<file path="src/llupc_pkg.sv">
// package: offsets, field positions, reset values for latency and usb config registers
package llupc_pkg;
  localparam logic [7:0]  LAT_OFFSET      = 8'hdc;
  localparam logic [7:0]  USB_OFFSET      = 8'he0;
  localparam logic [31:0] LAT_RESET       = 32'h0000001b;
  localparam logic [31:0] USB_RESET       = 32'h00000000;
  localparam logic [31:0] LAT_WMASK       = 32'h0000003f;
  // bits 7:0 are kept out of this block and read as zero here
  localparam logic [31:0] USB_WMASK       = 32'hffc10f00;
  localparam int          LAT_L1_LSB      = 3;
  localparam int          LAT_L0S_LSB     = 0;
  localparam int          USB_SSC_BIT     = 31;
  localparam int          USB_COMMIT_BIT  = 30;
  localparam int          USB_RATE_LSB    = 24;
  localparam int          USB_CONCEAL_BIT = 23;
  localparam int          USB_SENSE_BIT   = 22;
  localparam int          USB_NOSW_BIT    = 16;
  localparam int          USB_PORT_LSB    = 8;
  localparam logic [7:0]  NEXT_CAP_PTR    = 8'h71;
  localparam logic [7:0]  NEXT_CAP_NONE   = 8'h00;
endpackage : llupc_pkg

</file>
<file path="src/llupc_regs.sv">
`timescale 1ns/1ps
// config-space latency and usb port/clock register bank
// How it works
// - fundamental, global or power-on reset restores defaults
// - first silicon pass: latency register reads zero, inert
// - latency resets 0x1b; reserved bits read zero
// - bits 5:3 feed reported l1 acceptable latency
// - l1 code doubles per step, default 4-8us
// - bits 2:0 feed reported l0s acceptable latency
// - l0s code doubles per step, default 256-512ns
// - usb register resets zero; bit 31 stops ssc
// - writing commit bit restarts the oscillator
// - commit bit writable once per global or power-on reset
// - strap high lets rate code drive pll
// - rate code locked once commit is set
// - conceal bit zeroes next pointer and bars 2,3
// - sense bit picks enable polarity and pulldowns
// - bit 16 reports power switch support inverted
// - bits 8-11 disable ports one through four
// - two-port variant ignores port 3,4 disables
// - sticky bits survive fundamental reset only
module llupc_regs #(
  parameter int NUM_PORTS   = 4,
  parameter bit FIRST_PASS  = 1'b0
) (
  input  wire logic                  clock,
  input  wire logic                  reset,
  input  wire logic                  global_reset_pin_n,
  input  wire logic                  por_reset,
  input  wire logic                  cfg_wr,
  input  wire logic                  cfg_rd,
  input  wire logic [7:0]            cfg_addr,
  input  wire logic [3:0]            cfg_be,
  input  wire logic [31:0]           cfg_wdata,
  output logic      [31:0]           cfg_rdata,
  output logic                       cfg_hit,
  input  wire logic                  rate_strap_pin,
  output logic      [2:0]            l1_accept_exit_delay,
  output logic      [2:0]            l0s_accept_exit_delay,
  output logic                       ssc_off,
  output logic                       osc_restart,
  output logic      [5:0]            pll_rate_code,
  output logic                       pll_rate_override,
  output logic      [7:0]            next_cap_ptr,
  output logic                       bar23_zero,
  input  wire logic [3:0]            port_power_request,
  output logic      [3:0]            port_power_enable_out,
  output logic                       pulldown_enable,
  output logic                       power_switch_capable,
  output logic      [3:0]            port_off
);
  import llupc_pkg::*;

  initial begin
    if (NUM_PORTS != 2 && NUM_PORTS != 4) begin
      $error("NUM_PORTS must be 2 or 4");
    end
  end

  logic [1:0]  gr_sync_ff;
  logic        strap_meta_ff;
  logic        strap_ff;
  logic        hard_reset;
  logic        any_reset;
  logic [31:0] wr_bits;
  logic        lat_wr;
  logic        usb_wr;
  logic [5:0]  lat_ff;
  logic [5:0]  nxt_lat;
  logic [9:0]  usbv_ff;
  logic [9:0]  nxt_usbv;
  logic        commit_q;
  logic        commit_prev_ff;
  logic [5:0]  rate_q;
  logic        sense_q;
  logic [31:0] lat_read;
  logic [31:0] usb_read;
  logic [31:0] nxt_rdata;
  logic [31:0] rdata_ff;
  logic        restart_ff;
  logic        nxt_restart;

  // global reset pin is asynchronous, two stages before use
  always_ff @(posedge clock) begin
    gr_sync_ff    <= {gr_sync_ff[0], global_reset_pin_n};
    strap_meta_ff <= rate_strap_pin;
    strap_ff      <= strap_meta_ff;
  end

  // por_reset is assumed to come from on-chip logic on this clock
  assign hard_reset = por_reset | gr_sync_ff[1] == 1'b0;
  assign any_reset  = reset | hard_reset;

  // byte enables widened to a bit mask
  assign wr_bits = {{8{cfg_be[3]}}, {8{cfg_be[2]}}, {8{cfg_be[1]}}, {8{cfg_be[0]}}};
  assign lat_wr  = cfg_wr && cfg_addr == LAT_OFFSET && !FIRST_PASS;
  assign usb_wr  = cfg_wr && cfg_addr == USB_OFFSET;

  // volatile fields; only writable bits are touched
  always_comb begin
    nxt_lat  = lat_ff;
    nxt_usbv = usbv_ff;
    if (lat_wr) begin
      nxt_lat = (lat_ff & ~wr_bits[5:0]) | (cfg_wdata[5:0] & wr_bits[5:0]);
    end
    if (usb_wr && cfg_be[3]) begin
      nxt_usbv[9] = cfg_wdata[USB_SSC_BIT];
    end
    if (usb_wr && cfg_be[2]) begin
      nxt_usbv[8] = cfg_wdata[USB_CONCEAL_BIT];
      nxt_usbv[4] = cfg_wdata[USB_NOSW_BIT];
    end
    if (usb_wr && cfg_be[1]) begin
      nxt_usbv[3:0] = cfg_wdata[USB_PORT_LSB +: 4];
    end
    nxt_usbv[7:5] = 3'b000;
  end

  always_ff @(posedge clock) begin
    if (any_reset) begin
      lat_ff  <= LAT_RESET[5:0];
      usbv_ff <= 10'h000;
    end else begin
      lat_ff  <= nxt_lat;
      usbv_ff <= nxt_usbv;
    end
  end

  // sticky group lives on the hard reset only
  llupc_sticky u_sticky (
    .clock      (clock),
    .hard_reset (hard_reset),
    .wr_en      (usb_wr && cfg_be[3] && cfg_be[2] && !reset),
    .wr_data    ({cfg_wdata[USB_COMMIT_BIT], cfg_wdata[29:24], cfg_wdata[USB_SENSE_BIT]}),
    .commit_ff  (commit_q),
    .rate_ff    (rate_q),
    .sense_ff   (sense_q)
  );

  // restart pulse on the rising edge of the commit bit
  always_comb begin
    nxt_restart = commit_q && !commit_prev_ff;
  end

  always_ff @(posedge clock) begin
    if (hard_reset) begin
      commit_prev_ff <= 1'b0;
      restart_ff     <= 1'b0;
    end else begin
      commit_prev_ff <= commit_q;
      restart_ff     <= nxt_restart;
    end
  end

  // read images with reserved bits as zero
  assign lat_read = FIRST_PASS ? 32'h00000000 : {26'h0000000, lat_ff};
  assign usb_read = {usbv_ff[9], commit_q, rate_q, usbv_ff[8], sense_q,
                     5'h00, usbv_ff[4], 4'h0, usbv_ff[3:0], 8'h00};

  // address decode for reads; unmapped offsets return zero
  always_comb begin
    nxt_rdata = rdata_ff;
    if (cfg_rd) begin
      if (cfg_addr == LAT_OFFSET) begin
        nxt_rdata = lat_read;
      end else if (cfg_addr == USB_OFFSET) begin
        nxt_rdata = usb_read;
      end else begin
        nxt_rdata = 32'h00000000;
      end
    end
  end

  always_ff @(posedge clock) begin
    if (any_reset) begin
      rdata_ff <= 32'h00000000;
    end else begin
      rdata_ff <= nxt_rdata;
    end
  end

  assign cfg_rdata = rdata_ff;
  assign cfg_hit   = cfg_addr == LAT_OFFSET || cfg_addr == USB_OFFSET;

  // reported latencies; first pass keeps the reset defaults as inert values
  assign l1_accept_exit_delay  = FIRST_PASS ? LAT_RESET[5:3] : lat_ff[5:3];
  assign l0s_accept_exit_delay = FIRST_PASS ? LAT_RESET[2:0] : lat_ff[2:0];

  assign ssc_off              = usbv_ff[9];
  assign osc_restart          = restart_ff;
  assign pll_rate_override    = strap_ff;
  assign pll_rate_code        = strap_ff ? rate_q : 6'h00;
  assign next_cap_ptr         = usbv_ff[8] ? NEXT_CAP_NONE : NEXT_CAP_PTR;
  assign bar23_zero           = usbv_ff[8];
  assign power_switch_capable = ~usbv_ff[4];
  assign pulldown_enable      = ~sense_q;
  // low sense means active-low pins: invert the request
  assign port_power_enable_out = sense_q ? (port_power_request & ~port_off)
                                         : ~(port_power_request & ~port_off);
  // absent ports are forced off; the disable bit there has nothing to steer
  assign port_off = (NUM_PORTS == 2) ? {2'b11, usbv_ff[1:0]} : usbv_ff[3:0];

  a_reset_defaults: assert property (@(posedge clock)
    reset |=> lat_ff == LAT_RESET[5:0] && usbv_ff == 10'h000)
    else $error("volatile fields not at default after reset");
  a_lat_reserved: assert property (@(posedge clock) disable iff (any_reset)
    cfg_rd && cfg_addr == LAT_OFFSET |=> cfg_rdata[31:6] == 26'h0)
    else $error("latency reserved bits nonzero");
  a_usb_reserved: assert property (@(posedge clock) disable iff (any_reset)
    cfg_rd && cfg_addr == USB_OFFSET |=> cfg_rdata[21:17] == 5'h0 && cfg_rdata[15:12] == 4'h0)
    else $error("usb reserved bits nonzero");
  a_lat_write: assert property (@(posedge clock) disable iff (any_reset)
    lat_wr && cfg_be[0] |=> l1_accept_exit_delay == $past(cfg_wdata[5:3]))
    else $error("l1 field not taken from write");
  a_sticky_hold: assert property (@(posedge clock) disable iff (hard_reset)
    reset |=> sense_q == $past(sense_q))
    else $error("sticky bit lost on fundamental reset");
  a_restart_pulse: assert property (@(posedge clock) disable iff (hard_reset)
    $rose(commit_q) |=> osc_restart ##1 !osc_restart)
    else $error("oscillator restart not a single pulse");
  a_conceal_ptr: assert property (@(posedge clock) disable iff (any_reset)
    usb_wr && cfg_be[2] && cfg_wdata[USB_CONCEAL_BIT] |=> next_cap_ptr == NEXT_CAP_NONE)
    else $error("next pointer not cleared");
  a_port_off: assert property (@(posedge clock) disable iff (any_reset)
    usb_wr && cfg_be[1] |=> port_off[1:0] == $past(cfg_wdata[9:8]))
    else $error("port disable not applied");
  a_nosw_flag: assert property (@(posedge clock) disable iff (any_reset)
    usb_wr && cfg_be[2] |=> power_switch_capable == !$past(cfg_wdata[USB_NOSW_BIT]))
    else $error("power switch report wrong");

  // first pass: latency register reads zero and never takes a write
  a_pass1_read: assert property (@(posedge clock) disable iff (any_reset)
    FIRST_PASS && cfg_rd && cfg_addr == LAT_OFFSET |=> cfg_rdata == 32'h00000000)
    else $error("first pass latency read not zero");
  a_pass1_inert: assert property (@(posedge clock) disable iff (any_reset)
    FIRST_PASS |-> lat_ff == LAT_RESET[5:0])
    else $error("first pass latency field moved");

  // default codes after reset: 4-8us for l1, 256-512ns for l0s
  a_l1_default: assert property (@(posedge clock)
    reset |=> l1_accept_exit_delay == LAT_RESET[5:3])
    else $error("l1 default code wrong");
  a_l0s_default: assert property (@(posedge clock)
    reset |=> l0s_accept_exit_delay == LAT_RESET[2:0])
    else $error("l0s default code wrong");

  // low byte lane carries both latency fields; a write without it leaves them alone
  a_l0s_write: assert property (@(posedge clock) disable iff (any_reset)
    lat_wr && cfg_be[0] |=> l0s_accept_exit_delay == $past(cfg_wdata[2:0]))
    else $error("l0s field not taken from write");
  a_lat_lane_off: assert property (@(posedge clock) disable iff (any_reset)
    lat_wr && !cfg_be[0] |=> $stable(lat_ff))
    else $error("latency field changed without its byte lane");

  // spread-spectrum stop and usb defaults
  a_ssc_write: assert property (@(posedge clock) disable iff (any_reset)
    usb_wr && cfg_be[3] |=> ssc_off == $past(cfg_wdata[USB_SSC_BIT]))
    else $error("ssc stop bit not taken from write");
  a_usb_defaults: assert property (@(posedge clock)
    reset |=> !ssc_off && !bar23_zero && power_switch_capable && port_off[1:0] == 2'b00)
    else $error("usb volatile outputs not at default after reset");

  // the restart pulse only follows a fresh commit
  a_restart_commit: assert property (@(posedge clock) disable iff (hard_reset)
    osc_restart |-> commit_q)
    else $error("oscillator restart without commit");
  a_restart_idle: assert property (@(posedge clock) disable iff (hard_reset)
    !commit_q |=> !osc_restart)
    else $error("oscillator restart while uncommitted");

  // strap decides whether the rate code reaches the pll at all
  a_strap_low_code: assert property (@(posedge clock) disable iff (hard_reset)
    !strap_ff |-> pll_rate_code == 6'h00 && !pll_rate_override)
    else $error("rate code leaks with strap low");
  a_strap_high_code: assert property (@(posedge clock) disable iff (hard_reset)
    strap_ff |-> pll_rate_code == rate_q && pll_rate_override)
    else $error("rate code not driven with strap high");

  // concealed vector capability also blanks bars 2 and 3
  a_conceal_bars: assert property (@(posedge clock) disable iff (any_reset)
    usb_wr && cfg_be[2] |=> bar23_zero == $past(cfg_wdata[USB_CONCEAL_BIT]))
    else $error("bar blanking not taken from write");
  a_ptr_default: assert property (@(posedge clock) disable iff (any_reset)
    !bar23_zero |-> next_cap_ptr == NEXT_CAP_PTR)
    else $error("next pointer lost while visible");

  // power-enable polarity and pulldowns follow the sense bit
  a_sense_write: assert property (@(posedge clock) disable iff (any_reset)
    usb_wr && cfg_be[3] && cfg_be[2] |=> sense_q == $past(cfg_wdata[USB_SENSE_BIT]))
    else $error("sense bit not taken from write");
  a_pulldown_sense: assert property (@(posedge clock) disable iff (hard_reset)
    pulldown_enable != sense_q)
    else $error("pulldown not opposite to sense");
  a_enable_low: assert property (@(posedge clock) disable iff (hard_reset)
    !sense_q && port_power_request[0] && !port_off[0] |-> !port_power_enable_out[0])
    else $error("active-low enable not driven low");
  a_enable_high: assert property (@(posedge clock) disable iff (hard_reset)
    sense_q && port_power_request[0] && !port_off[0] |-> port_power_enable_out[0])
    else $error("active-high enable not driven high");

  // upper ports: real disables on four ports, forced off when absent
  a_absent_ports: assert property (@(posedge clock)
    NUM_PORTS == 2 |-> port_off[3:2] == 2'b11)
    else $error("absent ports not held off");
  a_upper_ports: assert property (@(posedge clock) disable iff (any_reset)
    NUM_PORTS == 4 && usb_wr && cfg_be[1] |=> port_off[3:2] == $past(cfg_wdata[11:10]))
    else $error("upper port disable not applied");

  // unmapped offsets and the unowned low byte read as zero
  a_unmapped_zero: assert property (@(posedge clock) disable iff (any_reset)
    cfg_rd && !cfg_hit |=> cfg_rdata == 32'h00000000)
    else $error("unmapped read not zero");
  a_usb_low_zero: assert property (@(posedge clock) disable iff (any_reset)
    cfg_rd && cfg_addr == USB_OFFSET |=> cfg_rdata[7:0] == 8'h00)
    else $error("usb low byte not zero");

  // hard reset clears the sticky group and any pending restart
  a_hard_clears: assert property (@(posedge clock)
    hard_reset |=> !commit_q && rate_q == 6'h00 && !sense_q && !osc_restart)
    else $error("sticky group not cleared by hard reset");
endmodule : llupc_regs

</file>
<file path="src/llupc_sticky.sv">
`timescale 1ns/1ps
// sticky config bits: cleared only by global or power-on reset, with one-shot commit
module llupc_sticky (
  input  wire logic       clock,
  input  wire logic       hard_reset,
  input  wire logic       wr_en,
  input  wire logic [7:0] wr_data,
  output logic            commit_ff,
  output logic [5:0]      rate_ff,
  output logic            sense_ff
);
  logic       nxt_commit;
  logic [5:0] nxt_rate;
  logic       nxt_sense;
  logic       written_ff;
  logic       nxt_written;

  // wr_data: [7]=commit, [6:1]=rate, [0]=sense
  always_comb begin
    nxt_commit  = commit_ff;
    nxt_rate    = rate_ff;
    nxt_sense   = sense_ff;
    nxt_written = written_ff;
    if (wr_en) begin
      nxt_sense = wr_data[0];
      if (!commit_ff) begin
        nxt_rate = wr_data[6:1];
      end
      if (!written_ff) begin
        nxt_commit  = wr_data[7];
        nxt_written = 1'b1;
      end
    end
  end

  // hard_reset excludes the pcie fundamental reset on purpose
  always_ff @(posedge clock) begin
    if (hard_reset) begin
      commit_ff  <= 1'b0;
      rate_ff    <= 6'h00;
      sense_ff   <= 1'b0;
      written_ff <= 1'b0;
    end else begin
      commit_ff  <= nxt_commit;
      rate_ff    <= nxt_rate;
      sense_ff   <= nxt_sense;
      written_ff <= nxt_written;
    end
  end

  a_commit_once: assert property (@(posedge clock) disable iff (hard_reset)
    written_ff && wr_en |=> commit_ff == $past(commit_ff))
    else $error("commit bit changed after first write");
  a_rate_locked: assert property (@(posedge clock) disable iff (hard_reset)
    commit_ff |=> rate_ff == $past(rate_ff))
    else $error("rate code changed while locked");
endmodule : llupc_sticky

</file>
<file path="config.mk">
export PLATFORM = sky130hd
export DESIGN_NAME = llupc_regs
export DESIGN_NICKNAME = d
export VERILOG_FILES = /design/src/llupc_pkg.sv /design/src/llupc_regs.sv /design/src/llupc_sticky.sv
export SDC_FILE = /design/constraint.sdc
export NUM_CORES = 1
export LEC_CHECK = 0
export ABC_AREA = 1
export BUFFER_PORTS_ARGS = -buffer_cell sky130_fd_sc_hd__buf_2
export CAP_MARGIN = 20
export CORE_MARGIN = 10
export CORE_UTILIZATION = 44
export DETAILED_ROUTE_END_ITERATION = 16
export PLACE_DENSITY = 0.87
export SLEW_MARGIN = 10
export SYNTH_ARGS = -nofsm -noshare
export SYNTH_HDL_FRONTEND = slang
export SYNTH_SLANG_ARGS = --single-unit
</file>
<file path="constraint.sdc">
create_clock -name clock -period 1.3 [get_ports clock]
set_input_delay 0.13 -clock clock [delete_from_list [all_inputs] [get_ports clock]]
set_output_delay 0.13 -clock clock [all_outputs]
set_load 0.01 [all_outputs]
</file>
# [Word-level counts from Yosys, hierarchy flattened]
# Index checks and enable logic that the tools add are counted.
# W data, S select, Z words.
[word_totals] ff_bits=60 inputBits=55 out_inout_bits=67 word_cells=48
[op_classes] eq_ne=2 mux=5 bitwise_logic=14 reduce_logical=13
[ops] operator="$mux W32" n=2
[ops] operator="$eq A8 B8 Y1 const B" n=2
[ops] operator="$and A6 B6 Y6" n=2
[ops] operator="$logic_and A1 B1 Y1" n=8
[ops] operator="$not A4 Y4" n=2
[ops] operator="$mux W7" n=1
[ops] operator="$mux W6" n=1
[ops] operator="$not A6 Y6" n=1
[ops] operator="$or A6 B6 Y6" n=1
[ops] operator="$not A1 Y1" n=5
[ops] operator="$and A4 B4 Y4" n=1
[ops] operator="$mux W4" n=1
[ops] operator="$reduce_and A2 Y1" n=2
[ops] operator="$logic_not A1 Y1" n=2
[ops] operator="$or A1 B1 Y1" n=2
[ops] operator="$logic_or A1 B1 Y1" n=1

# [Longest topological paths before layout]
[logic_depth] depth_word=6 ltp_mapped=8 depth_no_buf=8

# [By module]
# A second synthesis with hierarchy kept.
[unflattened] cells_unflattened=323 area_unflattened_um2=2278.4
[by_module_without_submodules] mod="llupc_regs" instances=1 cells_each=269 area_per_inst_um2=1901.8
[by_module_without_submodules] mod="llupc_sticky" instances=1 cells_each=54 area_per_inst_um2=376.6

# [Worst setup path before layout]
# No wires, ideal clock.
[synth_timing] path_type="register to register" startpoint="reg gr_sync_ff[1]" endpoint="reg rdata_ff[0], in the netlist cfg_rdata[0]" arrival_ns=1.054 t_required_ns=1.230 path_slack_ns=0.176 stages_incl_launch_ff=8 cell_sequence="dfxtp_1 inv_1 nor2_4 inv_2 nor2_2 buf_2 o21ai_0 a21oi_1"
[synth_between] elab_chain_len=3
[synth_rtl] item="start, declared" line="llupc_regs.sv:60" source="logic [1:0] gr_sync_ff;"
[synth_rtl] item="start signal, assigned" line="llupc_regs.sv:85" source="gr_sync_ff <= {gr_sync_ff[0], global_reset_pin_n};"
[synth_rtl] item="$not A1 Y1" line="llupc_regs.sv:91" source="assign hard_reset = por_reset | gr_sync_ff[1] == 1'b0;"
[synth_rtl] item="$or A1 B1 Y1" line="llupc_regs.sv:91"
[synth_rtl] item="$or A1 B1 Y1" line="llupc_regs.sv:92" source="assign any_reset = reset | hard_reset;"
[synth_rtl] item="end signal, assigned" line="llupc_regs.sv:178" source="rdata_ff <= nxt_rdata;"
[synth_rtl] item="end, declared" line="llupc_regs.sv:79" source="logic [31:0] rdata_ff;"
# No other way between the ends.
# A chain may end at the register's enable or synchronous reset.

# [Final worst setup path]
[layout_timing] startpoint="reg usbv_ff[1]" endpoint="out port_power_enable_out[1]"
[layout_between] elab_chain_len=4
[layout_rtl] item="start, declared" line="llupc_regs.sv:70" source="logic [9:0] usbv_ff;"
[layout_rtl] item="start signal, assigned" line="llupc_regs.sv:125" source="usbv_ff <= nxt_usbv;"
[layout_rtl] item="$not A4 Y4 *" line="llupc_regs.sv:198, llupc_regs.sv:199"
[layout_rtl] item="$and A4 B4 Y4 *" line="llupc_regs.sv:198, llupc_regs.sv:199"
[layout_rtl] item="$not A4 Y4" line="llupc_regs.sv:199" source=": ~(port_power_request & ~port_off);"
[layout_rtl] item="$mux W4 *" line="llupc_regs.sv:198" source="assign port_power_enable_out = sense_q ? (port_power_request & ~port_off)"
[layout_rtl] item="end, declared" line="llupc_regs.sv:47" source="output logic [3:0] port_power_enable_out,"
# Every way passes the cells marked *; elsewhere a longest branch is shown, timed or not.

==> metrics <==
status=completed; Slowest cell on crit path=dfxtp_2; Cell Area, Synth=0.002210 sq mm; clock transition at the registers of the reported paths=0.09 ns; via count=2113; RSZ-0062 raised after global routing=false; antenna violations before repair=0; Die Y=90.87 um; Power Density=987.1 mW/mm^2; CP Class=reg2out; pin count of the biggest net entering global routing=43; period utilization=0.9540; Sink Count=49; max_cap viols=0; sequential area share after synthesis=0.4439; post-synth cell types=24; total wire length=6.100 mm; worst hold path type=in2reg; # IOs=122; count leader, synth=dfxtp_1; Crit path arrival time=1.11 ns; Final nets=438; synthesized flop and latch total=49; final hold slack=0.04189 ns; Cell Chain, Critical Path=inv_1 -> nand2_1 -> xor2_1 -> buf_2; DIE WIDTH=90.87 um; first-pass GRT wire length=9.887 mm; synth top area cells=dfxtp_1 (44%), buf_4 (7.5%), a21oi_1 (7.0%); EDFF count, synth=0; Switching Fraction=0.2255; placed instance area=0.002704 sq mm; Flop pwr share=0.540; Layout Cells excl Fill=450; grt ovf=0; clock root cell=clkbuf_8; clk_skew=0.005127 ns; Post-Place Cells=440; # diodes=0; Peak Freq=806.3 MHz; layout cells sized above 1=0.3368; delay-heaviest family, CP=flip-flops; per-cell routed wire length=13.56 um; synthesis-to-layout area growth=29.56%; Starting Density=0.4617; Crit path buffers/inverters=2; switching power=637.2 uW; static leakage=1.407 nW; Pint=2.189 mW; Syn Inst Count=288; post-route ant nets=0; crit-path max cell delay=0.35 ns; endpoints failing setup=0; Total GRT Usage=0.1419; Max IR drop VDD=0.6157 mV; asr flop ratio synth=0; Worst Path Max Fanout=3; Clk network pwr share=0.366; WP data required=1.17 ns; Final HPWL DP=4.842 mm; H-tree depth=2; gpl congestion=0.8284; CTS tree=done; Mean Syn Cell Area=7.672 sq um; top-area cell type share of the netlist area=0.4439; top post-synthesis cells by count=dfxtp_1 (49), inv_1 (34), nand2_1 (34); cell row count=25; core area=0.004786 sq mm; PortBufs=95; Core Util, Final=0.5982; Synth Flop Type=dfxtp_1; total CTS buffers=5; cell accounting for the most synthesized area=dfxtp_1; vias in the first global route=2101; drt first pass iters=4; CP startpoint kind=flip-flop; final hold vios=0; vias per cell=4.696; Final min period=1.240 ns; CP endpoint kind=output pin; Gate power share=0.094; Yosys warning total=0; DRT iter0 DRCs=56; DIE AREA=0.008256 sq mm; DRC viols=0; worst skew pair latency=0.29 ns; clk buf depth=2; design area=0.002863 sq mm; post-CTS setup buffer count=0; max-slew violations=0
==> stage by stage <==
step                      TNS [ns]  total power, mW  worst slack, ns
after global routing             0            2.955          0.02175
after floorplan                  0            1.716           0.1764
after CTS                        0            2.834          0.04209
after detailed placement  -0.03908            1.813         -0.03908
after global placement           0            1.807          0.06221
final                            0            2.826          0.05979
==> worst paths after layout <==
check	slack, ns	startpoint	cells past startpoint	to
worst max-delay path	0.06	usbv_ff[1]	4	port_power_enable_out[1]
worst min-delay path	0.04	cfg_wdata[5]	2	flip-flop
worst max register to register	0.13	gr_sync_ff[1]	7	cfg_rdata[26]
worst min register to register	0.33	gr_sync_ff[0]	0	gr_sync_ff[1]
==> metal layers <==
metal | up-vias | part of all wire | GRT usage
met3 | 7 | 0.081 | 0.05653
met2 | 75 | 0.48 | 0.2434
met4 | 0 | 0.011 | 0.04308
met1 | 935 | 0.43 | 0.1569
met5 | - | 0 | 0
li1 | 1096 | - | -
==> cell type report <==
class                   count  area (sq um)
inverters                  36         135.1
repair buffers            108         620.6
multi-input cells         183         933.4
fillers                   481          1923
well taps                  67         83.83
clock inverters             2         35.03
flip-flops and latches     49         985.9
clock buffers               5         68.82
==> power groups by stage <==
stage               logic (mW)  registers (mW)  clock network, mW
floorplan                0.149            1.57                  0
global placement         0.246            1.56                  0
detailed placement       0.251            1.56                  0
CTS                      0.257            1.53               1.05
global route             0.295            1.53               1.13
finish                   0.266            1.53               1.03
==> cells by family after synthesis <==
family,share of synthesized area
and+or+nand+nor,0.2378
buffers and inverters,0.1597
AOI/OAI and AO/OA,0.1410
DFF,0.4439
xor gates and xnor gates,0.01585
other,0.001697
==> cells in the final DEF (no fill, tap or decap), types with 5 or more instances in the layout <==
master	n
buf_2	95
dfxtp_1	45
inv_1	34
nand2_1	34
a21oi_1	31
nor2_1	24
nand3_1	21
o21ai_0	20
conb_1	15
nand4_1	11
buf_4	8
o21ai_1	7
clkbuf_8	5
==> what timing repair did <==
action | CTS | global route
hold endpoints to repair | 2 | 0
cloned | 0 | 1
hold buffers | 2 | 0
setup endpoints to repair | 2 | 5
pin swaps | 0 | 0
resized for setup | 1 | 4
No activity file was read; power rests on OpenSTA's default activity.
